--- src/hw/irq_ctrl_cfg.svh ---
// register offsets, field positions, reset values and edge codes for the interrupt control block
`ifndef IRQ_CTRL_CFG_SVH
`define IRQ_CTRL_CFG_SVH
`define IRQ_ADDR_EDGE_SEL     4'h0
`define IRQ_ADDR_CTRL_FIRST   4'h1
`define IRQ_ADDR_CTRL_SECOND  4'h2
`define IRQ_ADDR_VECTOR       4'h3
`define IRQ_RST_EDGE_SEL      8'h00
`define IRQ_RST_CTRL_FIRST    8'h00
`define IRQ_RST_CTRL_SECOND   8'h00
// first control register bits
`define IRQ_B_GLOBAL_EN       0
`define IRQ_B_EXT_EN          1
`define IRQ_B_CONV_EN         2
`define IRQ_B_AUTO_EN         3
`define IRQ_B_EXT_FLAG        4
`define IRQ_B_CONV_FLAG       5
`define IRQ_B_AUTO_FLAG       6
// second control register bits
`define IRQ_B_TB0_EN          0
`define IRQ_B_TB1_EN          1
`define IRQ_B_PER_EN          2
`define IRQ_B_CMPA_EN         3
`define IRQ_B_TB0_FLAG        4
`define IRQ_B_TB1_FLAG        5
`define IRQ_B_PER_FLAG        6
`define IRQ_B_CMPA_FLAG       7
// edge select codes
`define IRQ_EDGE_OFF          2'b00
`define IRQ_EDGE_RISE         2'b01
`define IRQ_EDGE_FALL         2'b10
`define IRQ_EDGE_BOTH         2'b11
`define IRQ_NUM_SRC           7
`endif

--- src/hw/irq_ctrl_pkg.sv ---
// types for the interrupt control block
`default_nettype none
package irq_ctrl_pkg;
  // source index doubles as priority, 0 highest
  typedef enum logic [2:0]
  {
    SRC_EXT,
    SRC_CONV,
    SRC_AUTO,
    SRC_TB0,
    SRC_TB1,
    SRC_PER,
    SRC_CMPA,
    SRC_NONE
  } irq_src_t;
  typedef enum logic [1:0]
  {
    ST_RUN,
    ST_REQ
  } vec_state_t;
endpackage
`default_nettype wire

--- src/hw/irq_edge_detect.sv ---
// external pin edge detector with selectable edge type
`timescale 1ns/1ps
`default_nettype none
`include "irq_ctrl_cfg.svh"
module irq_edge_detect
(
  input  wire logic       clk_in,      // system clock
  input  wire logic       reset_n_in,  // async reset, active low
  input  wire logic       pin_in,      // external interrupt pin
  input  wire logic [1:0] edge_sel_in, // edge type select
  output logic            event_out    // one-cycle edge event
);
  logic pin_r;
  logic armed_r;

  always_ff @(posedge clk_in or negedge reset_n_in)
  begin
    if (!reset_n_in)
      pin_r <= 1'b0;
    else
      pin_r <= pin_in;
  end

  // no edge before the first sampled level
  always_ff @(posedge clk_in or negedge reset_n_in)
  begin
    if (!reset_n_in)
      armed_r <= 1'b0;
    else
      armed_r <= 1'b1;
  end

  always_comb
  begin
    case (edge_sel_in)
      `IRQ_EDGE_RISE: event_out = armed_r & pin_in & ~pin_r;
      `IRQ_EDGE_FALL: event_out = armed_r & ~pin_in & pin_r;
      `IRQ_EDGE_BOTH: event_out = armed_r & (pin_in ^ pin_r);
      default:        event_out = 1'b0;
    endcase
  end
endmodule
`default_nettype wire

--- src/hw/irq_request_ctrl.sv ---
// interrupt request, enable, priority and vector logic
// Functional notes
// - timer, converter, auto conversion and time bases each have a flag and enable
// - selected transitions on the external pin set the external flag
// - edge select: 00 off, 01 rising, 10 falling, 11 both
// - edge select register bits 7..2 read as zero
// - control registers hold per-source enables and request flags
// - auto conversion flag reads 1 when pending, 0 when not
// - a serviced request diverts the core to that source's handler
// - flags set regardless of enable; vectoring only when enabled
// - global enable low blocks every interrupt
// - taking an interrupt clears the global enable
// - any flag becoming set wakes the device
//
// Design decisions made here: strobed register access and the register addresses.
`timescale 1ns/1ps
`default_nettype none
`include "irq_ctrl_cfg.svh"
module irq_request_ctrl
  import irq_ctrl_pkg::*;
#(
  parameter int ADDR_W = 4
)
(
  input  wire logic              clk_in,          // 50 MHz system clock
  input  wire logic              reset_n_in,      // async reset, active low
  input  wire logic [ADDR_W-1:0] addr_in,         // register address
  input  wire logic [7:0]        wdata_in,        // write data
  input  wire logic              wr_in,           // write strobe
  input  wire logic              rd_in,           // read strobe
  output logic      [7:0]        rdata_out,       // read data, cycle after strobe
  input  wire logic              ext_pin_in,      // external interrupt pin
  input  wire logic              conv_done_in,    // converter end pulse
  input  wire logic              autoconv_in,     // auto conversion event pulse
  input  wire logic              timebase0_in,    // time base 0 pulse
  input  wire logic              timebase1_in,    // time base 1 pulse
  input  wire logic              period_match_in, // timer period match pulse
  input  wire logic              compare_a_in,    // timer compare A pulse
  output logic                   irq_req_out,     // vector request to core
  output irq_ctrl_pkg::irq_src_t irq_src_out,     // source being requested
  output logic [2:0]             irq_vector_out,  // vector index
  input  wire logic              irq_ack_in,      // core entered handler
  output logic                   wake_out,        // wake pulse from sleep/idle
  output logic                   irq_out          // level interrupt line
);
  import irq_ctrl_pkg::*;

  logic [1:0] edge_sel_r;
  logic [6:0] enable_r;    // index per irq_src_t
  logic [6:0] flag_r;
  logic       global_en_r;
  logic [7:0] rdata_r;
  logic       wake_r;
  logic       req_r;
  irq_src_t   src_r;
  vec_state_t state_r;
  logic       ext_event;
  logic [6:0] events;
  logic [6:0] set_vec;
  logic [6:0] clr_vec;
  logic [6:0] pending;
  irq_src_t   winner;
  logic       take;

  function automatic logic wr_hit(input logic [ADDR_W-1:0] a);
    wr_hit = wr_in && (addr_in == a);
  endfunction

  irq_edge_detect u_edge
  (
    .clk_in      (clk_in),
    .reset_n_in  (reset_n_in),
    .pin_in      (ext_pin_in),
    .edge_sel_in (edge_sel_r),
    .event_out   (ext_event)
  );

  assign events = {compare_a_in, period_match_in, timebase1_in, timebase0_in,
                   autoconv_in, conv_done_in, ext_event};

  // software clear by writing zero to the flag; hardware set wins
  always_comb
  begin
    clr_vec = '0;
    if (wr_hit(ADDR_W'(`IRQ_ADDR_CTRL_FIRST)))
    begin
      clr_vec[SRC_EXT]  = ~wdata_in[`IRQ_B_EXT_FLAG];
      clr_vec[SRC_CONV] = ~wdata_in[`IRQ_B_CONV_FLAG];
      clr_vec[SRC_AUTO] = ~wdata_in[`IRQ_B_AUTO_FLAG];
    end
    if (wr_hit(ADDR_W'(`IRQ_ADDR_CTRL_SECOND)))
    begin
      clr_vec[SRC_TB0]  = ~wdata_in[`IRQ_B_TB0_FLAG];
      clr_vec[SRC_TB1]  = ~wdata_in[`IRQ_B_TB1_FLAG];
      clr_vec[SRC_PER]  = ~wdata_in[`IRQ_B_PER_FLAG];
      clr_vec[SRC_CMPA] = ~wdata_in[`IRQ_B_CMPA_FLAG];
    end
    if (take)
      clr_vec[src_r] = 1'b1;
  end

  // software may also set a flag by writing one
  always_comb
  begin
    set_vec = events;
    if (wr_hit(ADDR_W'(`IRQ_ADDR_CTRL_FIRST)))
    begin
      set_vec[SRC_EXT]  = set_vec[SRC_EXT]  | wdata_in[`IRQ_B_EXT_FLAG];
      set_vec[SRC_CONV] = set_vec[SRC_CONV] | wdata_in[`IRQ_B_CONV_FLAG];
      set_vec[SRC_AUTO] = set_vec[SRC_AUTO] | wdata_in[`IRQ_B_AUTO_FLAG];
    end
    if (wr_hit(ADDR_W'(`IRQ_ADDR_CTRL_SECOND)))
    begin
      set_vec[SRC_TB0]  = set_vec[SRC_TB0]  | wdata_in[`IRQ_B_TB0_FLAG];
      set_vec[SRC_TB1]  = set_vec[SRC_TB1]  | wdata_in[`IRQ_B_TB1_FLAG];
      set_vec[SRC_PER]  = set_vec[SRC_PER]  | wdata_in[`IRQ_B_PER_FLAG];
      set_vec[SRC_CMPA] = set_vec[SRC_CMPA] | wdata_in[`IRQ_B_CMPA_FLAG];
    end
  end

  genvar gi;
  generate
    for (gi = 0; gi < `IRQ_NUM_SRC; gi++)
    begin : g_flag
      always_ff @(posedge clk_in or negedge reset_n_in)
      begin
        if (!reset_n_in)
          flag_r[gi] <= 1'b0;
        else if (set_vec[gi])
          flag_r[gi] <= 1'b1;
        else if (clr_vec[gi])
          flag_r[gi] <= 1'b0;
      end
    end
  endgenerate

  always_ff @(posedge clk_in or negedge reset_n_in)
  begin
    if (!reset_n_in)
      edge_sel_r <= 2'(`IRQ_RST_EDGE_SEL);
    else if (wr_hit(ADDR_W'(`IRQ_ADDR_EDGE_SEL)))
      edge_sel_r <= wdata_in[1:0];
  end

  always_ff @(posedge clk_in or negedge reset_n_in)
  begin
    if (!reset_n_in)
      enable_r <= '0;
    else
    begin
      if (wr_hit(ADDR_W'(`IRQ_ADDR_CTRL_FIRST)))
      begin
        enable_r[SRC_EXT]  <= wdata_in[`IRQ_B_EXT_EN];
        enable_r[SRC_CONV] <= wdata_in[`IRQ_B_CONV_EN];
        enable_r[SRC_AUTO] <= wdata_in[`IRQ_B_AUTO_EN];
      end
      if (wr_hit(ADDR_W'(`IRQ_ADDR_CTRL_SECOND)))
      begin
        enable_r[SRC_TB0]  <= wdata_in[`IRQ_B_TB0_EN];
        enable_r[SRC_TB1]  <= wdata_in[`IRQ_B_TB1_EN];
        enable_r[SRC_PER]  <= wdata_in[`IRQ_B_PER_EN];
        enable_r[SRC_CMPA] <= wdata_in[`IRQ_B_CMPA_EN];
      end
    end
  end

  // hardware clear on entry takes precedence over a same-cycle write
  always_ff @(posedge clk_in or negedge reset_n_in)
  begin
    if (!reset_n_in)
      global_en_r <= 1'b0;
    else if (take)
      global_en_r <= 1'b0;
    else if (wr_hit(ADDR_W'(`IRQ_ADDR_CTRL_FIRST)))
      global_en_r <= wdata_in[`IRQ_B_GLOBAL_EN];
  end

  assign pending = flag_r & enable_r;

  always_comb
  begin
    winner = SRC_NONE;
    for (int i = `IRQ_NUM_SRC - 1; i >= 0; i--)
      if (pending[i])
        winner = irq_src_t'(i);
  end

  assign take = irq_req_out && irq_ack_in;

  always_ff @(posedge clk_in or negedge reset_n_in)
  begin
    if (!reset_n_in)
    begin
      state_r <= ST_RUN;
      req_r   <= 1'b0;
      src_r   <= SRC_NONE;
    end
    else
    begin
      case (state_r)
        ST_RUN:
        begin
          if (global_en_r && winner != SRC_NONE)
          begin
            state_r <= ST_REQ;
            req_r   <= 1'b1;
            src_r   <= winner;
          end
        end
        ST_REQ:
        begin
          if (irq_ack_in || !global_en_r || !pending[src_r])
          begin
            state_r <= ST_RUN;
            req_r   <= 1'b0;
            src_r   <= SRC_NONE;
          end
        end
        default:
        begin
          state_r <= ST_RUN;
          req_r   <= 1'b0;
          src_r   <= SRC_NONE;
        end
      endcase
    end
  end

  assign irq_req_out    = req_r & global_en_r & (|(pending & (7'h01 << src_r)));
  assign irq_src_out    = src_r;
  assign irq_vector_out = src_r;
  assign irq_out        = global_en_r & (|pending);

  always_ff @(posedge clk_in or negedge reset_n_in)
  begin
    if (!reset_n_in)
      wake_r <= 1'b0;
    else
      wake_r <= |(set_vec & ~flag_r);
  end
  assign wake_out = wake_r;

  always_ff @(posedge clk_in or negedge reset_n_in)
  begin
    if (!reset_n_in)
      rdata_r <= 8'h00;
    else if (rd_in)
    begin
      case (addr_in)
        ADDR_W'(`IRQ_ADDR_EDGE_SEL):
          rdata_r <= {6'h00, edge_sel_r};
        ADDR_W'(`IRQ_ADDR_CTRL_FIRST):
          rdata_r <= {1'b0, flag_r[SRC_AUTO], flag_r[SRC_CONV], flag_r[SRC_EXT],
                      enable_r[SRC_AUTO], enable_r[SRC_CONV], enable_r[SRC_EXT], global_en_r};
        ADDR_W'(`IRQ_ADDR_CTRL_SECOND):
          rdata_r <= {flag_r[SRC_CMPA], flag_r[SRC_PER], flag_r[SRC_TB1], flag_r[SRC_TB0],
                      enable_r[SRC_CMPA], enable_r[SRC_PER], enable_r[SRC_TB1],
                      enable_r[SRC_TB0]};
        ADDR_W'(`IRQ_ADDR_VECTOR):
          rdata_r <= {4'h0, req_r, src_r};
        default:
          rdata_r <= 8'h00;
      endcase
    end
    else
      rdata_r <= 8'h00;
  end
  assign rdata_out = rdata_r;

  property p_global_blocks;
    @(posedge clk_in) disable iff (!reset_n_in)
    (state_r == ST_RUN && !global_en_r) |=> !irq_req_out;
  endproperty
  a_global_blocks: assert property (p_global_blocks)
    else $error("request raised with global enable low");
  property p_request_enabled;
    @(posedge clk_in) disable iff (!reset_n_in)
    irq_req_out |-> (flag_r[src_r] && enable_r[src_r] && global_en_r);
  endproperty
  a_request_enabled: assert property (p_request_enabled)
    else $error("request for disabled source");
  property p_clear_on_take;
    @(posedge clk_in) disable iff (!reset_n_in)
    take |=> !global_en_r;
  endproperty
  a_clear_on_take: assert property (p_clear_on_take)
    else $error("global enable not cleared on entry");
  property p_flag_sets;
    @(posedge clk_in) disable iff (!reset_n_in)
    events[SRC_CONV] |=> flag_r[SRC_CONV];
  endproperty
  a_flag_sets: assert property (p_flag_sets)
    else $error("converter flag not set");
  property p_ext_flag;
    @(posedge clk_in) disable iff (!reset_n_in)
    ext_event |=> flag_r[SRC_EXT];
  endproperty
  a_ext_flag: assert property (p_ext_flag)
    else $error("external flag not set");
  property p_edge_off;
    @(posedge clk_in) disable iff (!reset_n_in)
    (edge_sel_r == `IRQ_EDGE_OFF) |-> !ext_event;
  endproperty
  a_edge_off: assert property (p_edge_off)
    else $error("edge event while disabled");
  property p_wake;
    @(posedge clk_in) disable iff (!reset_n_in)
    (|(flag_r & ~$past(flag_r))) |-> wake_out;
  endproperty
  a_wake: assert property (p_wake)
    else $error("no wake on new flag");
  property p_priority;
    @(posedge clk_in) disable iff (!reset_n_in)
    (state_r == ST_RUN && global_en_r && pending[SRC_EXT]) |=> src_r == SRC_EXT;
  endproperty
  a_priority: assert property (p_priority)
    else $error("priority order violated");
  property p_edge_read;
    @(posedge clk_in) disable iff (!reset_n_in)
    (rd_in && addr_in == ADDR_W'(`IRQ_ADDR_EDGE_SEL)) |=> rdata_out[7:2] == 6'h00;
  endproperty
  a_edge_read: assert property (p_edge_read)
    else $error("edge select upper bits nonzero");
  property p_auto_read;
    @(posedge clk_in) disable iff (!reset_n_in)
    (rd_in && addr_in == ADDR_W'(`IRQ_ADDR_CTRL_FIRST)) |=>
      rdata_out[`IRQ_B_AUTO_FLAG] == $past(flag_r[SRC_AUTO]);
  endproperty
  a_auto_read: assert property (p_auto_read)
    else $error("auto flag read mismatch");
endmodule
`default_nettype wire

--- config.mk ---
export PLATFORM = sky130hd
export DESIGN_NAME = irq_request_ctrl
export DESIGN_NICKNAME = d
export VERILOG_FILES = /design/src/hw/irq_ctrl_pkg.sv /design/src/hw/irq_edge_detect.sv /design/src/hw/irq_request_ctrl.sv
export VERILOG_INCLUDE_DIRS = /design/src /design/src/hw
export SDC_FILE = /design/constraint.sdc
export NUM_CORES = 1
export LEC_CHECK = 0
export ABC_AREA = 0
export BUFFER_PORTS_ARGS = -buffer_cell sky130_fd_sc_hd__buf_2
export CAP_MARGIN = 20
export CORE_ASPECT_RATIO = 1.5
export CORE_UTILIZATION = 56
export CTS_BUF_LIST = sky130_fd_sc_hd__clkbuf_8
export CTS_CLUSTER_SIZE = 25
export DETAILED_ROUTE_END_ITERATION = 16
export PLACE_DENSITY = 0.88
export SLEW_MARGIN = 20
export SYNTH_ARGS = -nofsm -noshare
export SYNTH_HDL_FRONTEND = slang
export SYNTH_SLANG_ARGS = --single-unit
--- constraint.sdc ---
create_clock -name clk_in -period 2.1 [get_ports clk_in]
set_clock_uncertainty 0.2 [all_clocks]
set_input_delay 0.21 -clock clk_in [delete_from_list [all_inputs] [get_ports clk_in]]
set_output_delay 0.21 -clock clk_in [all_outputs]
set_load 0.005 [all_outputs]
==> results.py, run 1 <==
metrics = {
    "status": {
        "status": "finished with violations",
        "violations": "negative setup slack",
    },
    "sta": {
        "slew-limit-headroom_pct": 52.8,
        "drv_slew": 0,
        "setup_viol": 3,
        "timing.final.crit_share_pct": 102,
        "worst_pin_slew_ns": 0.707,
        "fmaxAchievable_mhz": 467,
        "whs_ns": 0.0244,
        "period_needed_ns": 2.14,
        "hold_viol": 0,
        "rsz0062_at_grt": "yes",
        "fin_ws_ns": -0.0399,
    },
    "setup_path": {
        "critPathMaxFanout": 7,
        "required_ns": 1.69,
        "end_kind": "output pin",
        "start_kind": "register",
        "criticalPathCategory": "reg -> out",
        "arrival_ns": 1.73,
    },
    "synthesis": {
        "avgSynthCellArea_um2": 9.83,
        "synth-seq-cells": 32,
        "ys_warn_count": 0,
        "postSynth.asyncResetShare_pct": 100,
        "synth_nets": 207,
        "synth_cells": 183,
        "synth_area_um2": 1800,
        "synth_edf_count": 0,
        "ys_seq_area_share_pct": 44.7,
        "synth_flop_cell": "dfrtp_1",
        "synth_cell_types": 50,
    },
    "die": {
        "fp-row-count": 24,
        "dieWidth_um": 48.3,
        "start_util_pct": 60.5,
        "die-height_um": 71.4,
        "core_area_um2": 2970,
        "ioPinCount": 41,
        "dieArea_um2": 3450,
    },
    "route": {
        "wl_per_cell_um": 19.2,
        "drcViolationCount": 0,
        "dr.pass1.iters": 5,
        "vias": 1951,
        "antenna_left": 0,
        "viasPerCell": 6.75,
        "drt_iter0_drc": 179,
        "routed_wl_um": 5550,
    },
    "cts": {
        "cts_root_buf": "clkbuf_8",
        "cts_buffers": 5,
        "clock_path_buffers": 2,
        "cts_tree": "built",
        "clock_sinks": 32,
        "cts_max_level": 2,
        "path_clk_slew_ns": 0.06,
        "clk_latency_ns": 0.29,
    },
    "layout": {
        "final_cell_mix": "buf_2, dfrtp_1, dlygate4sd3_1, nand2_1",
        "utilization_pct": 80.7,
        "post_layout_nonfiller_instances": 289,
        "fin_nets": 273,
        "multi_input_area_um2": 935,
        "drive_gt1_share_pct": 30.8,
        "layout.filler_cells": 177,
        "final_common_cell": "buf_2",
        "register_area_um2": 805,
        "diodes": 0,
        "syn_to_final_growth_pct": 33.3,
    },
    "power": {
        "power_uw": 2180,
        "ir_worst_vdd_mv": 0.708,
        "leakage_uw": 0.00110,
        "power.density_nw_per_um2": 910,
    },
    "placement": {
        "dpl.cell_count": 254,
        "place_ws_ns": 0.0911,
        "dp_hpwl_um": 3190,
        "io_buffer_count": 40,
        "gp_congestion": 0.910,
    },
    "global_route": {
        "grt_max_degree": 33,
        "grtUsageTotal_pct": 34.4,
        "grt_pass1_vias": 1814,
        "grt.overflow.total": 0,
        "antenna_found_initial": 0,
        "grt_first_pass_wirelength_um": 8380,
    },
    "run": {
        "maxCapViolations": 0,
    },
    "hold_path": {
        "hold_path_class": "in -> reg",
    },
}
==> stage by stage <==
stage	area, um2	setup TNS (ns)
6_report	2400	-0.0934
5_1_grt	2400	-0.407
4_1_cts	2340	0
3_5_place_dp	2010	0
3_3_place_gp	2010	0
2_1_floorplan	1800	0
==> flip-flops by register name, indices dropped and copies added (netlist names) <==
register and cells:
edge_sel_r 2, req_r 1, rdata_out 8, u_edge.pin_r 1, enable_r 7, wake_out 1, irq_src_out 3, global_en_r 1
flag_r 7, u_edge.armed_r 1
==> cells by family (layout without fill, tap and decap cells) <==
family          Yosys count  in the layout  synth area share, %
mux                      16             16                 10.1
simple gates             71             71                 21.6
other cells               1              1                0.208
buf+inv                  18             85                 5.01
flops                    32             32                 44.7
compound gates           45             45                 18.4
==> critical path, cell delays in order (launching register included) <==
cell	delay (ns)
dfstp_2	0.63
buf_12	0.15
nand4b_1	0.09
nand3_1	0.14
nand4_1	0.17
nand2_2	0.14
buf_2	0.11
==> layout make-up <==
class,count,share of cell area [%]
tap,39,2.03
timing repair buffer,71,20.3
inverter,6,0.939
clock inverter,1,0.156
sequential,32,33.5
clock buffer,7,4.02
multi-input combinational,133,39.0
==> cells in the mapped netlist, types with 2 or more instances <==
cell type / count / share of area [%]
o211ai_1: 3 / 1.3
mux2_4: 2 / 1.7
buf_2: 6 / 1.7
a22oi_1: 6 / 2.5
a31oi_1: 3 / 1.0
mux2i_1: 5 / 2.8
mux2_1: 9 / 5.6
nand2_1: 16 / 3.3
o31ai_1: 2 / 0.83
nor4_1: 2 / 0.70
nand4b_1: 4 / 1.9
nand4_1: 3 / 1.0
clkbuf_1: 2 / 0.42
nor2_1: 13 / 2.7
nand2b_1: 5 / 1.7
a21oi_1: 7 / 1.9
dfrtp_1: 29 / 40
buf_4: 4 / 1.7
inv_1: 4 / 0.83
nand4bb_1: 2 / 1.3
nor2b_1: 2 / 0.70
o22ai_1: 3 / 1.0
nand3b_1: 2 / 0.83
o22a_1: 2 / 0.97
and2_1: 2 / 0.70
nand3_1: 14 / 3.9
dfstp_2: 3 / 4.4
o311ai_1: 3 / 1.5
o21ai_1: 4 / 1.1
==> path summary, 6_finish.rpt <==
| kind | startpoint | endpoint | slack [ns] | cells past startpoint |
|---|---|---|---|---|
| worst max-delay path | irq_src_out[1] | irq_req_out | -0.04 | 6 |
| worst min-delay path | addr_in[3] | rdata_out[7] | 0.02 | 3 |
| worst max register to register | irq_src_out[1] | flag_r[5] | -0.04 | 7 |
| worst min register to register | edge_sel_r[1] | edge_sel_r[1] | 0.36 | 1 |
| max in group asynchronous | reset_n_in | flag_r[4] | 0.94 | 2 |
| min in group asynchronous | reset_n_in | enable_r[0] | 0.30 | 2 |
==> where the power goes <==
| part | switching, uW | internal, uW | total (uW) |
|---|---|---|---|
| logic | 364 | 389 | 752 |
| registers | 179 | 734 | 913 |
| clock network | 224 | 294 | 517 |
==> repair_timing <==
item | in CTS | in global routing
setup buffers | 6 | 4
gates resized for setup | 1 | 4
endpoints found under the setup margin | 1 | 2
hold buffers | 17 | 0
pin swaps | 0 | 4
endpoints found under the hold margin | 45 | 0
==> per-layer routing <==
layer / GRT usage (%) / share of wire [%]
met5: 0 / 0
met2: 52.3 / 49
met1: 40.6 / 34
met4: 21.6 / 6.2
met3: 9.82 / 10
(Power assumes the default switching activity.)
==> run 2, diff against run 1 <==
--- a/config.mk
+++ b/config.mk
@@ -15,6 +15,7 @@
 export CTS_CLUSTER_SIZE = 25
 export DETAILED_ROUTE_END_ITERATION = 16
 export PLACE_DENSITY = 0.88
+export SKIP_LAST_GASP = 1
 export SLEW_MARGIN = 20
 export SYNTH_ARGS = -nofsm -noshare
 export SYNTH_HDL_FRONTEND = slang
==> run 2 against run 1 <==
Maximum frequency rose by 0.22%. Critical path depth rose by 1. Sequential power barely moved. Flip-flop and latch count did not move. Clock power barely moved. Final cell count did not move. The flow still finishes with violations (negative setup slack).
==> results.py, run 2 (synthesized netlist as in run 1, its figures left out) <==
metrics = {
    "sta": {
        "setup_viol": 2,
        "fmaxAchievable_mhz": 468,
        "hold_viol": 0,
        "period_needed_ns": 2.14,
        "setup_tns_ns": -0.0536,
        "timing.final.crit_share_pct": 102,
        "drv_slew": 0,
        "worst_pin_slew_ns": 0.709,
        "fin_ws_ns": -0.0351,
        "rsz0062_at_grt": "yes",
        "slew-limit-headroom_pct": 52.7,
    },
    "global_route": {
        "grt_max_degree": 33,
        "grt.overflow.total": 0,
        "grt_pass1_vias": 1814,
        "grtUsageTotal_pct": 34.4,
        "grt_first_pass_wirelength_um": 8380,
        "antenna_found_initial": 0,
    },
    "power": {
        "power.density_nw_per_um2": 911,
        "p_seq_share_pct": 42.0,
        "leakage_uw": 0.00110,
        "p_sw_share_pct": 34.8,
        "combPwrFrac_pct": 34.1,
        "ir_worst_vdd_mv": 0.742,
        "power_uw": 2170,
        "p_int_uw": 1420,
        "switchingPower_uw": 756,
        "clkPwrFrac_pct": 23.8,
    },
    "status": {
        "status": "finished with violations",
        "violations": "negative setup slack",
    },
    "die": {
        "dieArea_um2": 3450,
        "die-height_um": 71.4,
        "start_util_pct": 60.5,
        "fp-row-count": 24,
        "dieWidth_um": 48.3,
        "ioPinCount": 41,
        "core_area_um2": 2970,
    },
    "route": {
        "vias": 1922,
        "drcViolationCount": 0,
        "viasPerCell": 6.65,
        "antenna_left": 0,
        "routed_wl_um": 5380,
        "dr.pass1.iters": 5,
        "wl_per_cell_um": 18.6,
        "drt_iter0_drc": 169,
    },
    "placement": {
        "dpl.cell_count": 254,
        "io_buffer_count": 40,
        "dp_hpwl_um": 3190,
        "gp_congestion": 0.910,
    },
    "hold_path": {
        "hold_path_class": "in -> reg",
        "holdPathEnd": "global_en_r",
        "min-delay-start": "irq_ack_in",
        "timing.hold.worst_path_depth": 2,
    },
    "cts": {
        "cts_tree": "built",
        "cts_buffers": 5,
        "path_clk_slew_ns": 0.06,
        "clock_sinks": 32,
        "clock_path_buffers": 2,
        "cts_max_level": 2,
        "cts_root_buf": "clkbuf_8",
        "clk_latency_ns": 0.29,
    },
    "layout": {
        "post_layout_nonfiller_instances": 289,
        "final_common_cell": "buf_2",
        "drive_gt1_share_pct": 30.0,
        "largest_reg_flops": 8,
        "syn_to_final_growth_pct": 32.5,
        "fin_nets": 273,
        "diodes": 0,
        "final_cell_mix": "buf_2, dfrtp_1, dlygate4sd3_1, nand2_1",
    },
    "setup_path": {
        "rr_endpoint": "flag_r[5]",
        "end_kind": "register",
        "r2r_cells": 7,
        "timing.rr.start": "irq_src_out[1]",
        "critPathMaxFanout": 7,
        "start_kind": "register",
        "arrival_ns": 2.09,
        "reg2reg_setup_slack_ns": -0.04,
        "required_ns": 2.06,
        "criticalPathCategory": "reg -> reg",
    },
    "run": {
        "maxCapViolations": 0,
    },
}
==> run 2: changes by cell type in the layout (fill, tap and decap cells not counted) <==
cell,delta
o311ai_1,+2
o311ai_2,-2
==> run 2: how the worst max path moves through the flow <==
stage                     cells past startpoint      startpoint  slack [ns]          end
final                                         7  irq_src_out[1]       -0.04    flag_r[5]
after global routing                          5  irq_src_out[0]       -0.08  irq_req_out
after CTS                                     6  irq_src_out[1]        0.01  irq_req_out
after detailed placement                      5  irq_src_out[1]        0.09    flag_r[1]
after global placement                        5  irq_src_out[1]        0.15    flag_r[1]
after floorplan                               6  irq_src_out[0]        0.21    flag_r[1]
==> run 2: worst max-delay path: stages (launching register included) <==
cell      delay (ns)
dfstp_2         0.63
buf_12          0.14
nand4b_1        0.09
nand3_1         0.14
nand4_1         0.16
buf_4           0.20
o311ai_1        0.31
nand3_1         0.12
==> run 2: power by group through the flow <==
stage	combinational, uW	sequential (uW)	clock, uW
2_1_floorplan	465	835	0
3_3_place_gp	557	917	0
3_5_place_dp	566	925	0
4_1_cts	700	892	522
5_1_grt	803	919	559
6_report	741	913	518
==> run 2: per-layer routing <==
layer	wire length [um]	track usage [%]	vias to the layer above
met2	2690	52.3	159
met5	0	0	-
li1	-	-	811
met1	1890	40.6	912
met4	303	21.6	0
met3	505	9.82	40
==> run 2: stage by stage <==
step | utilization (%) | cell area [um2] | setup WS (ns) | hold slack, ns
after global placement | 67.6 | 2010 | 0.148 | 0.0839
final | 80.2 | 2380 | -0.0351 | 0.0206
after global routing | 80.2 | 2380 | -0.0807 | 0.0136
after floorplan | - | 1800 | 0.213 | -0.286
after CTS | 78.8 | 2340 | 0.0111 | 0.00446
after detailed placement | 67.6 | 2010 | 0.0911 | 0.0920
==> run 2: what timing repair did <==
action	CTS	global route
hold endpoints to repair	45	0
pin swaps	0	4
buffers inserted	6	4
gates resized for setup	1	2
setup endpoints to repair	1	2
hold buffers	17	0
==> run 2: cell type report <==
type | instances | area (um2)
Fill cell | 181 | 589
Tap cell | 39 | 48.8
Inverter | 6 | 22.5
Sequential cell | 32 | 805
Clock inverter | 1 | 3.75
Timing Repair Buffer | 71 | 488
Clock buffer | 7 | 96.3
Multi-Input combinational cell | 133 | 920
